--- src/rtl/rtc_params.svh ---
// Register map, field positions, reset values and timing constants of the RTC core
`ifndef RTC_PARAMS_SVH
`define RTC_PARAMS_SVH
// Register indices; the byte address is four times the index
`define RTC_IDX_SECMIN  10'h010
`define RTC_IDX_HRDAY   10'h011
`define RTC_IDX_DATE    10'h012
`define RTC_IDX_YEAR    10'h013
`define RTC_IDX_CTRL    10'h017
`define RTC_IDX_ISTAT   10'h018
`define RTC_IDX_IMASK   10'h019
// Field positions
`define RTC_F_SEC       6:0
`define RTC_F_MIN       14:8
`define RTC_F_HR        4:0
`define RTC_B_PM        5
`define RTC_F_WDAY      10:8
`define RTC_F_DATE      5:0
`define RTC_F_MON       12:8
`define RTC_F_CENT      13:8
`define RTC_F_YEAR      7:0
`define RTC_B_BCD       15
`define RTC_B_H12       14
`define RTC_B_STOP      11
`define RTC_B_STS       10
`define RTC_B_SRC       1
`define RTC_B_TICK      0
`define RTC_B_SECEV     0
// Ranges and reset values
`define RTC_SEC_MAX     6'h3B
`define RTC_HR_MAX      5'h17
`define RTC_HR_HALF     5'h0C
`define RTC_WDAY_MAX    3'h7
`define RTC_WDAY_RST    3'h1
`define RTC_DATE_RST    5'h01
`define RTC_MON_MAX     4'hC
`define RTC_MON_RST     4'h1
`define RTC_YEAR_MAX    7'h63
`define RTC_CENTURY     7'h14
// Timing
`define RTC_SRC_HZ      32768
`define RTC_SYS_HZ      20000000
`define RTC_PRESC_W     16
`endif

--- src/rtl/rtc_pkg.sv ---
// Types shared by the RTC core
`include "rtc_params.svh"
package rtc_pkg;
   typedef struct packed {
      logic [5:0] sec;
      logic [5:0] min;
      logic [4:0] hr;
      logic [2:0] wday;
      logic [4:0] date;
      logic [3:0] mon;
      logic [6:0] year;
   } rtc_time_t;

   typedef struct packed {
      logic bcd;
      logic h12;
      logic stop_req;
      logic tick_on;
      logic src_ext;
   } rtc_ctrl_t;

   typedef struct packed {
      rtc_time_t                 tm;
      rtc_ctrl_t                 ctl;
      logic                      stopped;
      logic [2:0]                sync;
      logic [`RTC_PRESC_W-1:0]   presc;
      logic                      sec_ev;
      logic                      mask;
      logic                      irq;
      logic [31:0]               prdata;
      logic                      pready;
      logic                      pslverr;
   } rtc_state_t;
endpackage

--- src/rtl/rtc_core.sv ---
// Real-time clock timekeeping core with APB register slave
//
// The APB slave port was left to the implementer.
`timescale 1ns/1ps
`default_nettype none
`include "rtc_params.svh"

module rtc_core
   import rtc_pkg::*;
#(
   parameter int PRESCALE = `RTC_SRC_HZ
) (
   input  wire logic        ref_clk_i,
   input  wire logic        rstn_i,
   input  wire logic        ce_i,
   input  wire logic        xtal_32k_i,
   input  wire logic        ext_32k_i,
   input  wire logic        psel_i,
   input  wire logic        penable_i,
   input  wire logic        pwrite_i,
   input  wire logic [11:0] paddr_i,
   input  wire logic [31:0] pwdata_i,
   output logic      [31:0] prdata_o,
   output logic             pready_o,
   output logic             pslverr_o,
   output logic             irq_o
);

   // ==========================================================
   // Elaboration checks
   if (PRESCALE < 2 || PRESCALE > (1 << `RTC_PRESC_W)) begin : g_chk_presc
      $error("PRESCALE out of range");
   end
   // Edge detection needs several system clocks per source period
   if (`RTC_SYS_HZ < 4 * `RTC_SRC_HZ) begin : g_chk_ratio
      $error("system clock too slow for 32kHz source");
   end

   localparam logic [`RTC_PRESC_W-1:0] PRESC_MAX = `RTC_PRESC_W'(PRESCALE - 1);

   // ==========================================================
   // Code conversion helpers
   function automatic logic [7:0] enc(input logic [6:0] v, input logic b);
      logic [3:0] t;
      logic [3:0] u;
      t = 4'(v / 7'h0A);
      u = 4'(v % 7'h0A);
      return b ? {t, u} : {1'b0, v};
   endfunction

   function automatic logic [6:0] dec(input logic [7:0] d, input logic b);
      logic [6:0] t;
      t = 7'({3'h0, d[7:4]} * 7'h0A);
      return b ? 7'(t + {3'h0, d[3:0]}) : d[6:0];
   endfunction

   function automatic logic [4:0] dim(input logic [3:0] m, input logic [6:0] y);
      logic [4:0] r;
      case (m)
         4'h2:                   r = (y[1:0] == 2'h0) ? 5'h1D : 5'h1C;
         4'h4, 4'h6, 4'h9, 4'hB: r = 5'h1E;
         default:                r = 5'h1F;
      endcase
      return r;
   endfunction

   // ==========================================================
   // State and next state
   rtc_state_t  st;
   rtc_state_t  next_st;
   logic [9:0]  idx;
   logic        setup;
   logic        acc;
   logic        hit;
   logic        wr;
   logic        edge32;
   logic        tick;
   logic [4:0]  hr12;
   logic [31:0] rd;
   logic [6:0]  w_a;
   logic [6:0]  w_b;
   logic [4:0]  w_h;

   always_comb begin
      next_st = st;
      idx     = paddr_i[11:2];
      setup   = psel_i & ~penable_i;
      acc     = psel_i & penable_i & st.pready;
      hit     = (paddr_i[1:0] == 2'h0) &&
                (idx == `RTC_IDX_SECMIN || idx == `RTC_IDX_HRDAY ||
                 idx == `RTC_IDX_DATE   || idx == `RTC_IDX_YEAR  ||
                 idx == `RTC_IDX_CTRL   || idx == `RTC_IDX_ISTAT ||
                 idx == `RTC_IDX_IMASK);
      wr      = acc & pwrite_i & hit;
      tick    = 1'b0;
      rd      = '0;
      w_a     = '0;
      w_b     = '0;
      w_h     = '0;

      // 32kHz source: two-stage synchroniser, then edge detect on stages 2 and 3
      next_st.sync = {st.sync[1], st.sync[0],
                      st.ctl.src_ext ? ext_32k_i : xtal_32k_i};
      edge32 = st.sync[1] & ~st.sync[2];

      // Stop takes hold only on a source edge, so the status is honest
      if (edge32) begin
         next_st.stopped = st.ctl.stop_req;
         if (st.ctl.tick_on && !st.ctl.stop_req) begin
            if (st.presc == PRESC_MAX) begin
               next_st.presc = '0;
               tick          = 1'b1;
            end else begin
               next_st.presc = st.presc + 1'b1;
            end
         end
      end

      // Calendar carry chain, stored in binary 24-hour form
      if (tick) begin
         if (st.tm.sec < `RTC_SEC_MAX) begin
            next_st.tm.sec = st.tm.sec + 6'h01;
         end else begin
            next_st.tm.sec = '0;
            if (st.tm.min < `RTC_SEC_MAX) begin
               next_st.tm.min = st.tm.min + 6'h01;
            end else begin
               next_st.tm.min = '0;
               if (st.tm.hr < `RTC_HR_MAX) begin
                  next_st.tm.hr = st.tm.hr + 5'h01;
               end else begin
                  next_st.tm.hr   = '0;
                  next_st.tm.wday = (st.tm.wday >= `RTC_WDAY_MAX) ?
                                    `RTC_WDAY_RST : st.tm.wday + 3'h1;
                  if (st.tm.date < dim(st.tm.mon, st.tm.year)) begin
                     next_st.tm.date = st.tm.date + 5'h01;
                  end else begin
                     next_st.tm.date = `RTC_DATE_RST;
                     if (st.tm.mon < `RTC_MON_MAX) begin
                        next_st.tm.mon = st.tm.mon + 4'h1;
                     end else begin
                        next_st.tm.mon  = `RTC_MON_RST;
                        next_st.tm.year = (st.tm.year >= `RTC_YEAR_MAX) ?
                                          '0 : st.tm.year + 7'h01;
                     end
                  end
               end
            end
         end
      end

      // Read view in the selected coding and hour format
      hr12 = (st.tm.hr == 5'h00) ? `RTC_HR_HALF :
             (st.tm.hr > `RTC_HR_HALF) ? st.tm.hr - `RTC_HR_HALF : st.tm.hr;
      case (idx)
         `RTC_IDX_SECMIN: begin
            rd[`RTC_F_SEC] = 7'(enc({1'b0, st.tm.sec}, st.ctl.bcd));
            rd[`RTC_F_MIN] = 7'(enc({1'b0, st.tm.min}, st.ctl.bcd));
         end
         `RTC_IDX_HRDAY: begin
            rd[`RTC_F_HR]   = 5'(enc({2'h0, st.ctl.h12 ? hr12 : st.tm.hr},
                                     st.ctl.bcd));
            rd[`RTC_B_PM]   = st.ctl.h12 && (st.tm.hr >= `RTC_HR_HALF);
            rd[`RTC_F_WDAY] = st.tm.wday;
         end
         `RTC_IDX_DATE: begin
            rd[`RTC_F_DATE] = 6'(enc({2'h0, st.tm.date}, st.ctl.bcd));
            rd[`RTC_F_MON]  = 5'(enc({3'h0, st.tm.mon}, st.ctl.bcd));
         end
         `RTC_IDX_YEAR: begin
            rd[`RTC_F_CENT] = 6'(enc(`RTC_CENTURY, st.ctl.bcd));
            rd[`RTC_F_YEAR] = enc(st.tm.year, st.ctl.bcd);
         end
         `RTC_IDX_CTRL: begin
            rd[`RTC_B_BCD]  = st.ctl.bcd;
            rd[`RTC_B_H12]  = st.ctl.h12;
            rd[`RTC_B_STOP] = st.ctl.stop_req;
            rd[`RTC_B_STS]  = st.stopped;
            rd[`RTC_B_SRC]  = st.ctl.src_ext;
            rd[`RTC_B_TICK] = st.ctl.tick_on;
         end
         `RTC_IDX_ISTAT: rd[`RTC_B_SECEV] = st.sec_ev;
         `RTC_IDX_IMASK: rd[`RTC_B_SECEV] = st.mask;
         default:        rd = '0;
      endcase

      // APB: zero-wait access phase; read data captured in setup
      next_st.pready  = setup;
      next_st.pslverr = setup & ~hit;
      if (setup) begin
         next_st.prdata = hit ? rd : '0;
      end

      // Out-of-range values are ignored field by field; a year of 128 or more is taken modulo 128 before its check
      if (wr) begin
         case (idx)
            `RTC_IDX_SECMIN: begin
               w_a = dec({1'b0, pwdata_i[`RTC_F_SEC]}, st.ctl.bcd);
               w_b = dec({1'b0, pwdata_i[`RTC_F_MIN]}, st.ctl.bcd);
               if (w_a <= 7'(`RTC_SEC_MAX)) next_st.tm.sec = w_a[5:0];
               if (w_b <= 7'(`RTC_SEC_MAX)) next_st.tm.min = w_b[5:0];
               next_st.presc = '0;
            end
            `RTC_IDX_HRDAY: begin
               w_a = dec({3'h0, pwdata_i[`RTC_F_HR]}, st.ctl.bcd);
               w_h = w_a[4:0];
               if (st.ctl.h12) begin
                  if (w_a >= 7'h01 && w_a <= 7'(`RTC_HR_HALF)) begin
                     next_st.tm.hr = ((w_h == `RTC_HR_HALF) ? 5'h00 : w_h) +
                                     (pwdata_i[`RTC_B_PM] ? `RTC_HR_HALF : 5'h00);
                  end
               end else if (w_a <= 7'(`RTC_HR_MAX)) begin
                  next_st.tm.hr = w_h;
               end
               if (pwdata_i[`RTC_F_WDAY] != 3'h0) begin
                  next_st.tm.wday = pwdata_i[`RTC_F_WDAY];
               end
               next_st.presc = '0;
            end
            `RTC_IDX_DATE: begin
               w_a = dec({2'h0, pwdata_i[`RTC_F_DATE]}, st.ctl.bcd);
               w_b = dec({3'h0, pwdata_i[`RTC_F_MON]}, st.ctl.bcd);
               if (w_a >= 7'h01 && w_a <= 7'h1F) next_st.tm.date = w_a[4:0];
               if (w_b >= 7'h01 && w_b <= 7'(`RTC_MON_MAX)) begin
                  next_st.tm.mon = w_b[3:0];
               end
               next_st.presc = '0;
            end
            `RTC_IDX_YEAR: begin
               w_a = dec(pwdata_i[`RTC_F_YEAR], st.ctl.bcd);
               if (w_a <= `RTC_YEAR_MAX) next_st.tm.year = w_a;
               next_st.presc = '0;
            end
            `RTC_IDX_CTRL: begin
               next_st.ctl.bcd      = pwdata_i[`RTC_B_BCD];
               next_st.ctl.h12      = pwdata_i[`RTC_B_H12];
               next_st.ctl.stop_req = pwdata_i[`RTC_B_STOP];
               next_st.ctl.src_ext  = pwdata_i[`RTC_B_SRC];
               next_st.ctl.tick_on  = pwdata_i[`RTC_B_TICK];
            end
            `RTC_IDX_IMASK: next_st.mask = pwdata_i[`RTC_B_SECEV];
            default: next_st.mask = st.mask;
         endcase
      end

      // Sticky event, write one to clear; a new tick wins over the clear
      if (wr && idx == `RTC_IDX_ISTAT && pwdata_i[`RTC_B_SECEV]) begin
         next_st.sec_ev = 1'b0;
      end
      if (tick) begin
         next_st.sec_ev = 1'b1;
      end
      next_st.irq = next_st.sec_ev & next_st.mask;
   end

   // ==========================================================
   // State register
   always_ff @(posedge ref_clk_i or negedge rstn_i) begin
      if (!rstn_i) begin
         st             <= '0;
         st.tm.wday     <= `RTC_WDAY_RST;
         st.tm.date     <= `RTC_DATE_RST;
         st.tm.mon      <= `RTC_MON_RST;
         st.ctl.tick_on <= 1'b1;
      end else if (ce_i) begin
         st <= next_st;
      end
   end

   assign prdata_o  = st.prdata;
   assign pready_o  = st.pready;
   assign pslverr_o = st.pslverr;
   assign irq_o     = st.irq;
endmodule
`default_nettype wire

--- config.mk ---
export PLATFORM = sky130hd
export DESIGN_NAME = rtc_core
export DESIGN_NICKNAME = d
export VERILOG_FILES = /design/src/rtl/rtc_pkg.sv /design/src/rtl/rtc_core.sv
export VERILOG_INCLUDE_DIRS = /design/src /design/src/rtl
export SDC_FILE = /design/constraint.sdc
export NUM_CORES = 1
export LEC_CHECK = 0
export BUFFER_PORTS_ARGS = -buffer_cell sky130_fd_sc_hd__buf_4
export CORE_ASPECT_RATIO = 1.4
export CORE_MARGIN = 10
export CORE_UTILIZATION = 55
export DETAILED_ROUTE_END_ITERATION = 16
export HOLD_SLACK_MARGIN = 0.03
export PLACE_DENSITY = 0.78
export SLEW_MARGIN = 0
export SYNTH_ARGS = -nofsm -noshare
export SYNTH_HDL_FRONTEND = slang
export SYNTH_SLANG_ARGS = --single-unit
--- constraint.sdc ---
create_clock -name ref_clk_i -period 3.43 [get_ports ref_clk_i]
set_input_delay 0.686 -clock ref_clk_i [delete_from_list [all_inputs] [get_ports ref_clk_i]]
set_output_delay 0.686 -clock ref_clk_i [all_outputs]
set_load 0.005 [all_outputs]
Word-level counts from Yosys, hierarchy flattened
Cells that the tools add are included.

storage, ports and cells
  register bits = 98
  bits in latches = 0
  memory bits (writable) = 0
  ROM bits = 0
  input bits = 52
  output and inout port bits = 35
  memories = 0

cells by class
  add/sub/neg operators = 16
  $mul = 6
  divide/modulo/power cells = 12
  $lt $le $gt $ge = 19
  equality and inequality tests = 14
  shifts and indexed selects = 0
  mux-type cells = 78
  bitwise logic cells = 11
  reduce and logical (&&, ||, !) cells = 24

operator list
  kind                   count
  $mux 16                6
  $mux 5                 17
  $eq 10x5->1 const B    7
  $mux 7                 10
  $mux 6                 8
  $mux 41                1
  $mux 36                1
  $mux 30                1
  $mux 24                1
  $add 7x4->7            3
  $mux 19                1
  $add 16x1->16 const B  1
  $eq 16x15->1 const B   1
  $mux 8                 2
  $pmux 4 s4             1
  $div 5x4->7 const B    2
  $div 6x4->7 const B    2
  $le 7x6->1 const B     2
  $mod 5x4->7 const B    2
  $mod 6x4->7 const B    2
  $add 5x4->6            2
  $add 6x1->6 const B    2
  $ge 6x1->1 const B     2
  $le 6x4->1 const B     2
  other kinds (55)       101

Logic depth before layout (Yosys ltp)
Gate-level depths: netlist of run 1.

  depth after elaboration = 17
  mapped depth = 17
  gate-level depth less buffers = 17

Worst setup path after synthesis of run 1
No wires, ideal clock.

  kind = reg-to-reg
  from = register st[83] in the netlist's numbering
  to = register st (netlist bit prdata_o[1])
  setup time = 0.086 ns
  data arrival time = 3.460 ns
  data required time = 3.344 ns
  path slack = -0.116 ns
  stages on the path, launching flop included = 18
  buffers on the path = 0
  cell sequence = dfrtp_1 inv_1 ha_1 a21o_1 o31ai_1 or2_2 nand2b_1 ha_1 inv_1 nor2_1 a22oi_1 ha_1 and2_1 o21ai_0 a32o_1 a2111oi_0 nor2_1 a32oi_1

on the way
  longest elaborated chain between the ends = 8
  elaborated cells on any way between the ends = 10
  classes of those cells = add/sub (1); div (1); order compare (1); mux (6); reduce/logical (1)

ends and longest elaborated chain
  item                                                        line             source
  from (decl)                                                 rtc_core.sv:69   rtc_state_t st;
  from (signal assigned)                                      rtc_core.sv:266  st <= next_st;
  $sub 5x4->5 (no source line) or $gt 5x4->1 (tied branches)  n/a
  $mux 5                                                      rtc_core.sv:154  (st.tm.hr > `RTC_HR_HALF) ? st.tm.hr - `RTC_HR_HALF : st.tm.hr;
  $mux 5                                                      rtc_core.sv:153  hr12 = (st.tm.hr == 5'h00) ? `RTC_HR_HALF :
  $mux 5 *                                                    rtc_core.sv:161  rd[`RTC_F_HR] = 5'(enc({2'h0, st.ctl.h12 ? hr12 : st.tm.hr},
  $mod 5x4->7                                                 rtc_core.sv:47   u = 4'(v % 7'h0A);
  $mux 5 *                                                    rtc_core.sv:48   return b ? {t, u} : {1'b0, v};
  $pmux 1 s5 *                                                rtc_core.sv:155  case (idx)
  $mux 16 *                                                   rtc_core.sv:191  next_st.prdata = hit ? rd : '0;

Every way passes the cells marked *; elsewhere a longest branch is shown, timed or not.
A chain may end at the register's enable or synchronous reset.

Worst setup path after layout of run 1
  from = register st[81] in the netlist's numbering
  to = register st (netlist bit prdata_o[1])

The elaborated chain is that of the path after synthesis.

==> metrics.txt, run 1 <==
Tot Pwr=0.00300 W; maximum resistive drop on vdd=234 µV; core footprint=15700 µm²; largest net degree at the start of global routing=56; Synth Flop Type=dfrtp_1; measured slew at the worst slew-check pin=slightly above 0.8 ns; flip-flop and latch area=2060 µm²; Ports=87; Initial Util=0.563; power per cell area=around 300 nW/µm²; NumNets Final=1309; TritonCTS clock tree=built; via-per-instance ratio=6.56; number of flops mapped to enable cells by yosys=0; Net Switching=0.00107 W; CP max FO=5; Die H=170 µm; WL per Instance=20.0 µm; final hold violation count=0; First-pass DRT Iterations=6; I/O Buffers=54; initial antenna violation count=0; Max transition margin=0.457; Slowest-stage cell, CP=or4_4; Diodes inserted=0; Cell Int Power=0.00193 W; Comb pwr share=0.322; final max-slew violation count=0; Crit path largest cell delay=0.44 ns; Final ANT Viol Nets=0; Syn Inst Count=1126; CP dominant cell by count=ha_2; synth unique cells=94; Final Cycle Share=0.968; crit path kind=reg2reg; initial drt markers=1030; cts bufs inserted=9; post-synthesis cell area=8820 µm²; worst hold margin=0.416 ns; worst hold path type=in2async; WP data required=3.69 ns; syn_area_per_cell=7.83 µm²; filler cell count=1427; GRT overflow=0; CTS root buf=clkbuf_16; Overall Global Routing Usage=0.250; Clock Skew=between 0.01 and 0.015 ns; Cell Chain, Critical Path=inv_1, ha_1, a21o_1, or4_4, nand2_2, ha_2, inv_2, a22oi_2, ha_2, and2_1, o21ai_0, a32o_2, a2111oi_2, nor2_1, a32oi_1; fraction of registers with async set/reset=1.00; latest clock arrival within the worst-skew pair=0.35 ns; final wirelength=27.8 mm; crit end category=register; CTS Hold Bufs=0; DP HPWL=~21 mm; Ys Warns=0; first-pass GRT wire length=45.0 mm; outcome=finished, final reports clean; vias in the first global route=roughly 8800; num rows=54; GPL Wtd Cong=0.957; sequential power share=0.351; H-tree Lvls=3; startpoint types=register; Clock Path Buffers=2; Reg clk slew, reported paths=0.07 ns; full die area=21600 µm²; final setup vio count=0; fraction of layout cells with a size suffix above 1=0.188; Peak Freq=between 0.3 and 0.4 GHz; post-synthesis sequential area ratio=0.233; Pleak=4.33 nW; drt drc=0; routed vias=9141; Layout area overhead=13.4%; die width=127 µm; setup TNS=0 ns; CP arrival=3.58 ns; clock sink total=slightly above 80; Multi-input gate area=just over 6000 µm²; Clk pwr share=0.327; MaxCap Viol Count=0; register bit count reported by yosys=82; switching part of the total=0.357; post-route minimum period=3.32 ns
Yosys cell counts, types with 7 or more instances:
library cell / n / area, µm²
a21o_1: 18 / 135
o31ai_1: 16 / 120
nor2_1: 76 / 285
clkbuf_1: 51 / 191
buf_4: 32 / 240
o22ai_1: 11 / 68.8
and3_1: 11 / 68.8
a22o_1: 11 / 96.3
o211ai_1: 7 / 52.6
dfrtp_1: 78 / 1950
nand3b_1: 9 / 67.6
nand3_1: 44 / 220
inv_1: 45 / 169
mux2_2: 15 / 169
nor3_1: 22 / 110
ha_1: 61 / 763
buf_2: 10 / 50.1
nor2b_1: 16 / 100
o21ai_0: 95 / 475
nand2_1: 110 / 413
nand2b_1: 19 / 119
mux2i_1: 25 / 250
xnor2_1: 16 / 140
a21boi_0: 7 / 52.6
and2_1: 9 / 56.3
or2_2: 9 / 56.3
or3_1: 8 / 50.1
nand4_1: 13 / 81.3
a31oi_1: 18 / 113
a211oi_1: 14 / 105
o21a_1: 8 / 60.1
a21oi_1: 75 / 375
o21ai_1: 7 / 35.0
flip-flops by register name (all words and copies together) (netlist names):
name       flops
st            61
pslverr_o      1
next_st        2
irq_o          1
pready_o       1
prdata_o      16
final timing paths:
kind | startpoint | to | slack [ns] | depth (start not counted)
worst max register to register | st[81]$_DFFE_PN0P_ | prdata_o[1]$_DFFE_PN0P_ | 0.11 | 15
max in group asynchronous | rstn_i | st[73]$_DFFE_PN1P_ | 2.23 | 2
worst min-delay path | rstn_i | st[76]$_DFFE_PN0P_ | 0.42 | 1
min in group ref_clk_i | prdata_o[7]$_DFFE_PN0P_ | prdata_o[7]$_DFFE_PN0P_ | 0.48 | 2
worst min register to register | prdata_o[7]$_DFFE_PN0P_ | prdata_o[7]$_DFFE_PN0P_ | 0.48 | 2
worst max-delay path | st[81]$_DFFE_PN0P_ | prdata_o[1]$_DFFE_PN0P_ | 0.11 | 15
power by group through the flow:
stage          Clock (W)  Combinational (W)  Sequential, W
2_1_floorplan          0           0.000634        0.00104
3_3_place_gp           0           0.000919        0.00107
3_5_place_dp           0           0.000933        0.00107
4_1_cts         0.000992           0.000942        0.00105
5_1_grt          0.00103            0.00107        0.00106
6_report        0.000983           0.000967        0.00105
cell usage in the layout, fill, tap and decap left out, types with 18 or more instances in the layout:
cell / Yosys / layout
a21o_1: 18 / 18
a21oi_1: 75 / 75
a31oi_1: 18 / 18
buf_4: 32 / 139
dfrtp_1: 78 / 77
ha_1: 61 / 57
inv_1: 45 / 42
mux2i_1: 25 / 25
nand2_1: 110 / 109
nand2b_1: 19 / 19
nand3_1: 44 / 44
nor2_1: 76 / 74
nor3_1: 22 / 22
o21ai_0: 95 / 95
metal layers:
layer / vias up / wire, µm / track usage
met1: 4352 / 11100 / 0.297
met2: 428 / 13200 / 0.416
met4: 0 / 1560 / 0.144
li1: 4273 / - / -
met3: 88 / 2040 / 0.0451
met5: - / 0 / 0
through the flow:
stage / util / setup WS [ns] / instances / cell area [µm²]
after CTS: 0.635 / 0.0210 / 1391 / 9950
after global placement: 0.616 / 0.0266 / 1374 / 9650
after global routing: 0.638 / -0.0189 / 1393 / 10000
after floorplan: - / 0.00138 / 1141 / 8900
final: 0.638 / 0.108 / 1393 / 10000
after detailed placement: 0.616 / -0.0669 / 1374 / 9650
logic make-up (layout without fill, tap and decap cells):
logic type	after synthesis	count (layout)	share of synthesized area
xor gates and xnor gates	19	19	0.0189
muxes	40	40	0.0475
buffers and inverters	144	200	0.0780
DFF	82	82	0.233
and+or+nand+nor	395	395	0.236
adders and majority gates	66	66	0.0968
AOI/OAI and AO/OA	379	379	0.289
other	1	16	0.000425
critical path, delay by kind of cell (launching register included):
| kind | cells | cell delay [ns] |
|---|---|---|
| adders and majority gates | 3 | 0.68 |
| and+or+nand+nor | 4 | 0.77 |
| buffers and inverters | 2 | 0.12 |
| DFF | 1 | 0.35 |
| AOI/OAI and AO/OA | 6 | 1.29 |
timing repair:
action,4_1_cts,5_1_grt
endpoints found under the setup margin,1,3
pin swaps,1,8
buffers inserted,1,2
resized for setup,2,10
cell type report:
class / instances / area share
Inverter: 45 / 0.0169
Tap cell: 196 / 0.0245
Timing Repair Buffer: 139 / 0.104
Sequential cell: 82 / 0.206
Multi-Input combinational cell: 915 / 0.619
Clock inverter: 7 / 0.00663
Clock buffer: 9 / 0.0225
(Power assumes the default switching activity.)
==> inputs of run 2 (changes only) <==
Settings changed: ABC_AREA from default to 1.
==> run 2 against run 1 <==
Compared with the run above:
- flip-flop and latch count is the same
- clock power is 7% higher
- register-to-register slack better by 0.18 ns
- critical path depth rose by 9
- synthesized area fell by 3.7%
- critical path type unchanged
- global-route usage is 1.2 points lower
- clock skew down 0.0017 ns
- sequential share of layout area grew 1.5 points
==> metrics.txt, run 2 <==
top-count cell post-synth=nand2_1; WP data required=between 3 and 4 ns; post-synthesis sequential area ratio=0.242; post-synthesis cell area=8500 µm²; Placement Setup Slack=0.116 ns; CP arrival=3.39 ns; cts bufs inserted=9; register bit count reported by yosys=82; CP max FO=6; synth unique cells=between 60 and 70; Diodes inserted=0; GRT overflow=0; initial antenna violation count=0; TritonCTS clock tree=built; Clock Skew=0.0117 ns; Final ANT Viol Nets=0; Initial Util=0.562; filler cell count=roughly 1400; Peak Freq=0.319 GHz; setup TNS=0 ns; measured slew at the worst slew-check pin=0.663 ns; Core Util, Final=0.618; dominant cells by area after synthesis=dfrtp_1 (23%), nand2_1 (13%), ha_1 (9.0%); compound-cell area share of the yosys netlist=0.182; final wirelength=25.3 mm; crit end category=register; Ports=87; WL per Instance=16.7 µm; num rows=53; final hold violation count=0; syn_area_per_cell=6.69 µm²; final setup vio count=0; Synth Flop Type=dfrtp_1; Reg2Reg Launch Point=st[83]$_DFFE_PN0P_; fraction of registers with async set/reset=1.00; Tot Pwr=0.00354 W; Slowest-stage cell, CP=dfrtp_1; Reg clk slew, reported paths=~0.07 ns; startpoint types=register; worst reg-to-reg path cell count=24; main combinational cell family by area after synthesis=simple AND/OR/NAND/NOR gates; final worst slack=roughly 0.29 ns; fraction of layout cells with a size suffix above 1=0.129; largest net degree at the start of global routing=a little over 60; top register by number of flip-flops=st; post-route minimum period=3.14 ns; Cell Chain, Critical Path=inv_1, ha_1, nand2_1, nor2_1, nand2_1, nand3_1, nor2_1, inv_1, ha_1, inv_1, nand3_1, nand2_1, inv_1, ha_1, nand2_1, nand2_1, nand2_1, nand3_1, nand2_1, nor2_1, nor2_1, nand2_1, nand2_1, nand2_1; CTS root buf=clkbuf_16; Final Cycle Share=0.915; Max transition margin=0.558; core footprint=between 15000 and 20000 µm²; crit path kind=reg2reg; worst hold margin=around 0.34 ns; R2R setup slack=0.29 ns; mux cell area share after synthesis=0.00648; RSZ-0062 raised after global routing=false; Layout area overhead=10.1%; Ys Warns=0; initial drt markers=756; DP HPWL=19.4 mm; H-tree Lvls=3; top cell type's share of synthesized area=0.230; NumNets Final=1430; via-per-instance ratio=around 5.8; Synth Area in Simple Gates=0.321; most common cell after layout, fill and taps aside=nand2_1; drt drc=0; MaxCap Viol Count=0; routed vias=8825; Crit path largest cell delay=about 0.44 ns; Synth Area in Adders=0.0993; First-pass DRT Iterations=7; power per cell area=379 nW/µm²; Die H=167 µm; die width=125 µm; final max-slew violation count=0; worst hold path type=in2async; Clock Path Buffers=2; Syn Inst Count=1269; setup bufs post-CTS=0; clock sink total=82; CP dominant cell by count=nand2_1; most frequent cells in the layout=nand2_1 (287), inv_1 (159), o21ai_0 (104); max reg flops=61; area leader, netlist=dfrtp_1; Commonest cells post-synth=nand2_1 (287), inv_1 (160), o21ai_0 (105); outcome=finished, final reports clean; first-pass GRT wire length=approximately 42 mm; number of flops mapped to enable cells by yosys=0; maximum resistive drop on vdd=244 µV; Post-Synth XOR/XNOR Area=0.0278; GPL Wtd Cong=0.946; I/O Buffers=between 50 and 60; latest clock arrival within the worst-skew pair=0.37 ns; Pleak=4.61 nW; vias in the first global route=8499; terminus of the critical flop-to-flop path=prdata_o[1]$_DFFE_PN0P_; Overall Global Routing Usage=0.238; full die area=20900 µm²
==> run 2: power by group <==
group          internal [W]  switching (W)  leakage (nW)
registers           0.00108       0.000150          1.06
logic              0.000460       0.000806          3.40
clock network      0.000611       0.000441         0.154
total               0.00215        0.00140          4.61
==> run 2: worst max-delay path, delay by kind of cell (launching register included) <==
family                     cells  cell delay (ns)
and+or+nand+nor               17             1.65
DFF                            1             0.44
adders and majority gates      3             0.60
buffers and inverters          4             0.35
==> run 2: worst max-delay path by stage <==
stage / endpoint / startpoint / cells past startpoint
CTS: prdata_o[1]$_DFFE_PN0P_ / st[67]$_DFFE_PN0P_ / 23
global placement: st[64]$_DFFE_PN0P_ / pwdata_i[5] / 14
detailed placement: st[64]$_DFFE_PN0P_ / pwdata_i[5] / 14
floorplan: st[84]$_DFFE_PN0P_ / pwdata_i[1] / 11
finish: prdata_o[1]$_DFFE_PN0P_ / st[83]$_DFFE_PN0P_ / 24
global route: prdata_o[1]$_DFFE_PN0P_ / st[83]$_DFFE_PN0P_ / 24
==> run 2: what timing repair did <==
item / in CTS / in global routing
endpoints found under the setup margin: 0 / 4
resized for setup: 0 / 6
hold buffers: 0 / 0
==> run 2: metrics by stage <==
step | instances | instance area (µm²)
global placement | 1494 | 9030
finish | 1510 | 9350
global route | 1510 | 9350
detailed placement | 1494 | 9030
floorplan | 1284 | 8550
CTS | 1510 | 9340
==> run 2: routing by layer <==
layer	up-vias	track usage	wire [µm]
met5	-	0	0
met4	0	0.116	1110
met3	90	0.0473	1940
met2	413	0.421	12800
met1	4037	0.265	9440
li1	4285	-	-
==> run 2: layout make-up <==
class                      count  area (µm²)  share of cell area
multi-input combinational    964        5470               0.585
sequential                    82        2060               0.221
inverter                     182         693              0.0741
timing repair buffer          74         568              0.0608
clock buffer                  12         256              0.0274
tap                          192         240              0.0257
clock inverter                 4        56.3             0.00602
==> run 2: kinds of logic after synthesis <==
logic type / after synthesis
and+or+nand+nor: 583
AOI/OAI and AO/OA: 269
buffers and inverters: 238
DFF: 82
adders and majority gates: 65
xor gates and xnor gates: 27
muxes: 4
other: 1
==> inputs of run 3 (changes only) <==
Settings changed: CORE_ASPECT_RATIO 1.4 to 1.1.
==> run 3 against run 2 <==
Compared with the run above:
- clock power is essentially flat
- hold slack worse by 0.0033 ns
- combinational power about the same
- non-clock buffer count grew 3
- cell count is 0.46% higher
- power is 0.83% lower
- sequential share of layout area shrank 0.052 points
- register-to-register slack gained 0.03 ns
- largest power group unchanged
- routed wire length decreased by 4.7%
- clock-buffer cell count down 2
==> metrics.txt, run 3 (synthesized netlist as in run 2, its figures left out) <==
outcome=finished, final reports clean; GPL Wtd Cong=0.995; CP arrival=3.35 ns; routed vias=8589; worst reg-to-reg path cell count=23; Final Cycle Share=0.908; RSZ-0062 raised after global routing=false; Reg clk slew, reported paths=about 0.070 ns; full die area=20800 µm²; Layout area overhead=10.1%; latest clock arrival within the worst-skew pair=0.36 ns; met1 Resource Use GR=0.284; final max-slew violation count=0; maximum resistive drop on vdd=210 µV; worst setup path start=st[83]$_DFFE_PN0P_; top register by number of flip-flops=st; WP data required=about 3.7 ns; GRT overflow=0; first-pass GRT wire length=39.0 mm; GR peak layer=met2; Die H=between 150 and 200 µm; Clock Skew=0.0111 ns; CP max FO=6; I/O Buffers=54; M3 GR Usage=0.0451; initial antenna violation count=0; final setup vio count=0; Ports=87; vias in the first global route=7967; post-route minimum period=3.11 ns; most frequent cells in the layout=nand2_1 (287), inv_1 (160), o21ai_0 (104); M2 GR Usage=0.385; Final ANT Viol Nets=0; final wirelength=24.1 mm; fraction of layout cells with a size suffix above 1=0.129; num rows=47; max reg flops=61; Pleak=between 4 and 5 nW; NumNets Final=1433; initial drt markers=approximately 740; drt drc=0; DP HPWL=19.0 mm; die width=139 µm; Overall Global Routing Usage=0.227; crit end category=register; via-per-instance ratio=5.66; setup TNS=0 ns; CTS root buf=clkbuf_16; Diodes inserted=0; final hold violation count=0; TritonCTS clock tree=built; WL per Instance=around 16 µm; fin cells=1517; Max transition margin=0.553; placed cells=1499; Core Util, Final=0.619; crit path kind=reg2reg; most common cell after layout, fill and taps aside=nand2_1; First-pass DRT Iterations=6; Peak Freq=0.321 GHz; Initial Util=0.562; Reg2Reg Launch Point=st[83]$_DFFE_PN0P_; H-tree Lvls=3; worst hold path type=in2async; Clock Path Buffers=2; MaxCap Viol Count=0; startpoint types=register; measured slew at the worst slew-check pin=0.665 ns; R2R setup slack=0.32 ns; cts bufs inserted=9; largest net degree at the start of global routing=43; terminus of the critical flop-to-flop path=prdata_o[2]$_DFFE_PN0P_; core footprint=15100 µm²; clock sink total=82; power per cell area=376 nW/µm²
## run 3: how the worst max path moves through the flow
stage,to,slack (ns),depth (start not counted)
2_1_floorplan,st[84]$_DFFE_PN0P_,0.50,11
3_3_place_gp,st[65]$_DFFE_PN0P_,0.25,14
3_5_place_dp,st[65]$_DFFE_PN0P_,0.17,14
4_1_cts,prdata_o[3]$_DFFE_PN0P_,0.27,22
5_1_grt,prdata_o[1]$_DFFE_PN0P_,0.03,24
6_report,prdata_o[2]$_DFFE_PN0P_,0.32,23
## run 3: per-stage QoR
step | cell area, µm² | setup slack, ns | power, W | hold slack (ns)
CTS | 9340 | 0.274 | 0.00351 | 0.356
floorplan | 8550 | 0.504 | 0.00216 | 0.390
global placement | 9020 | 0.245 | 0.00244 | 0.464
detailed placement | 9020 | 0.174 | 0.00247 | 0.467
global route | 9360 | 0.0284 | 0.00378 | 0.368
finish | 9360 | 0.316 | 0.00351 | 0.335
## run 3: per-layer routing
layer	part of all wire	wire length (µm)
met5	0	0
met4	0.025	612
met3	0.089	2140
met2	0.46	11100
met1	0.42	10200
## run 3: worst max-delay path, stage by stage (launching register included)
cell	delay [ns]
dfrtp_2	0.45
inv_1	0.14
ha_1	0.16
nand2_1	0.05
nor2_1	0.12
nand2_1	0.14
nand3_1	0.19
nor2_2	0.05
inv_1	0.08
ha_1	0.17
inv_1	0.08
nand3_1	0.10
nand2_1	0.07
inv_1	0.06
ha_1	0.17
nand2_1	0.06
nand2_1	0.07
nand2_1	0.10
nand2_1	0.08
nand3_1	0.12
a21oi_1	0.29
nand2_1	0.09
nand2_1	0.08
nand2_1	0.05
## run 3: final cells by class
cell class,count,area [µm²]
clock buffers,10,239
fillers,1381,5760
inverters,182,693
well taps,196,245
multi-input cells,964,5470
flip-flops and latches,82,2060
clock inverters,6,72.6
repair buffers,77,578
## run 3: repair_timing
item	4_1_cts	5_1_grt
gates resized for setup	0	3
setup endpoints to repair	0	3
hold buffers	0	0
buffers inserted	0	2
## run 3: power breakdown
part	internal (W)	switching, W
logic	0.000463	0.000796
registers	0.00108	0.000144
clock network	0.000592	0.000444
total	0.00213	0.00138
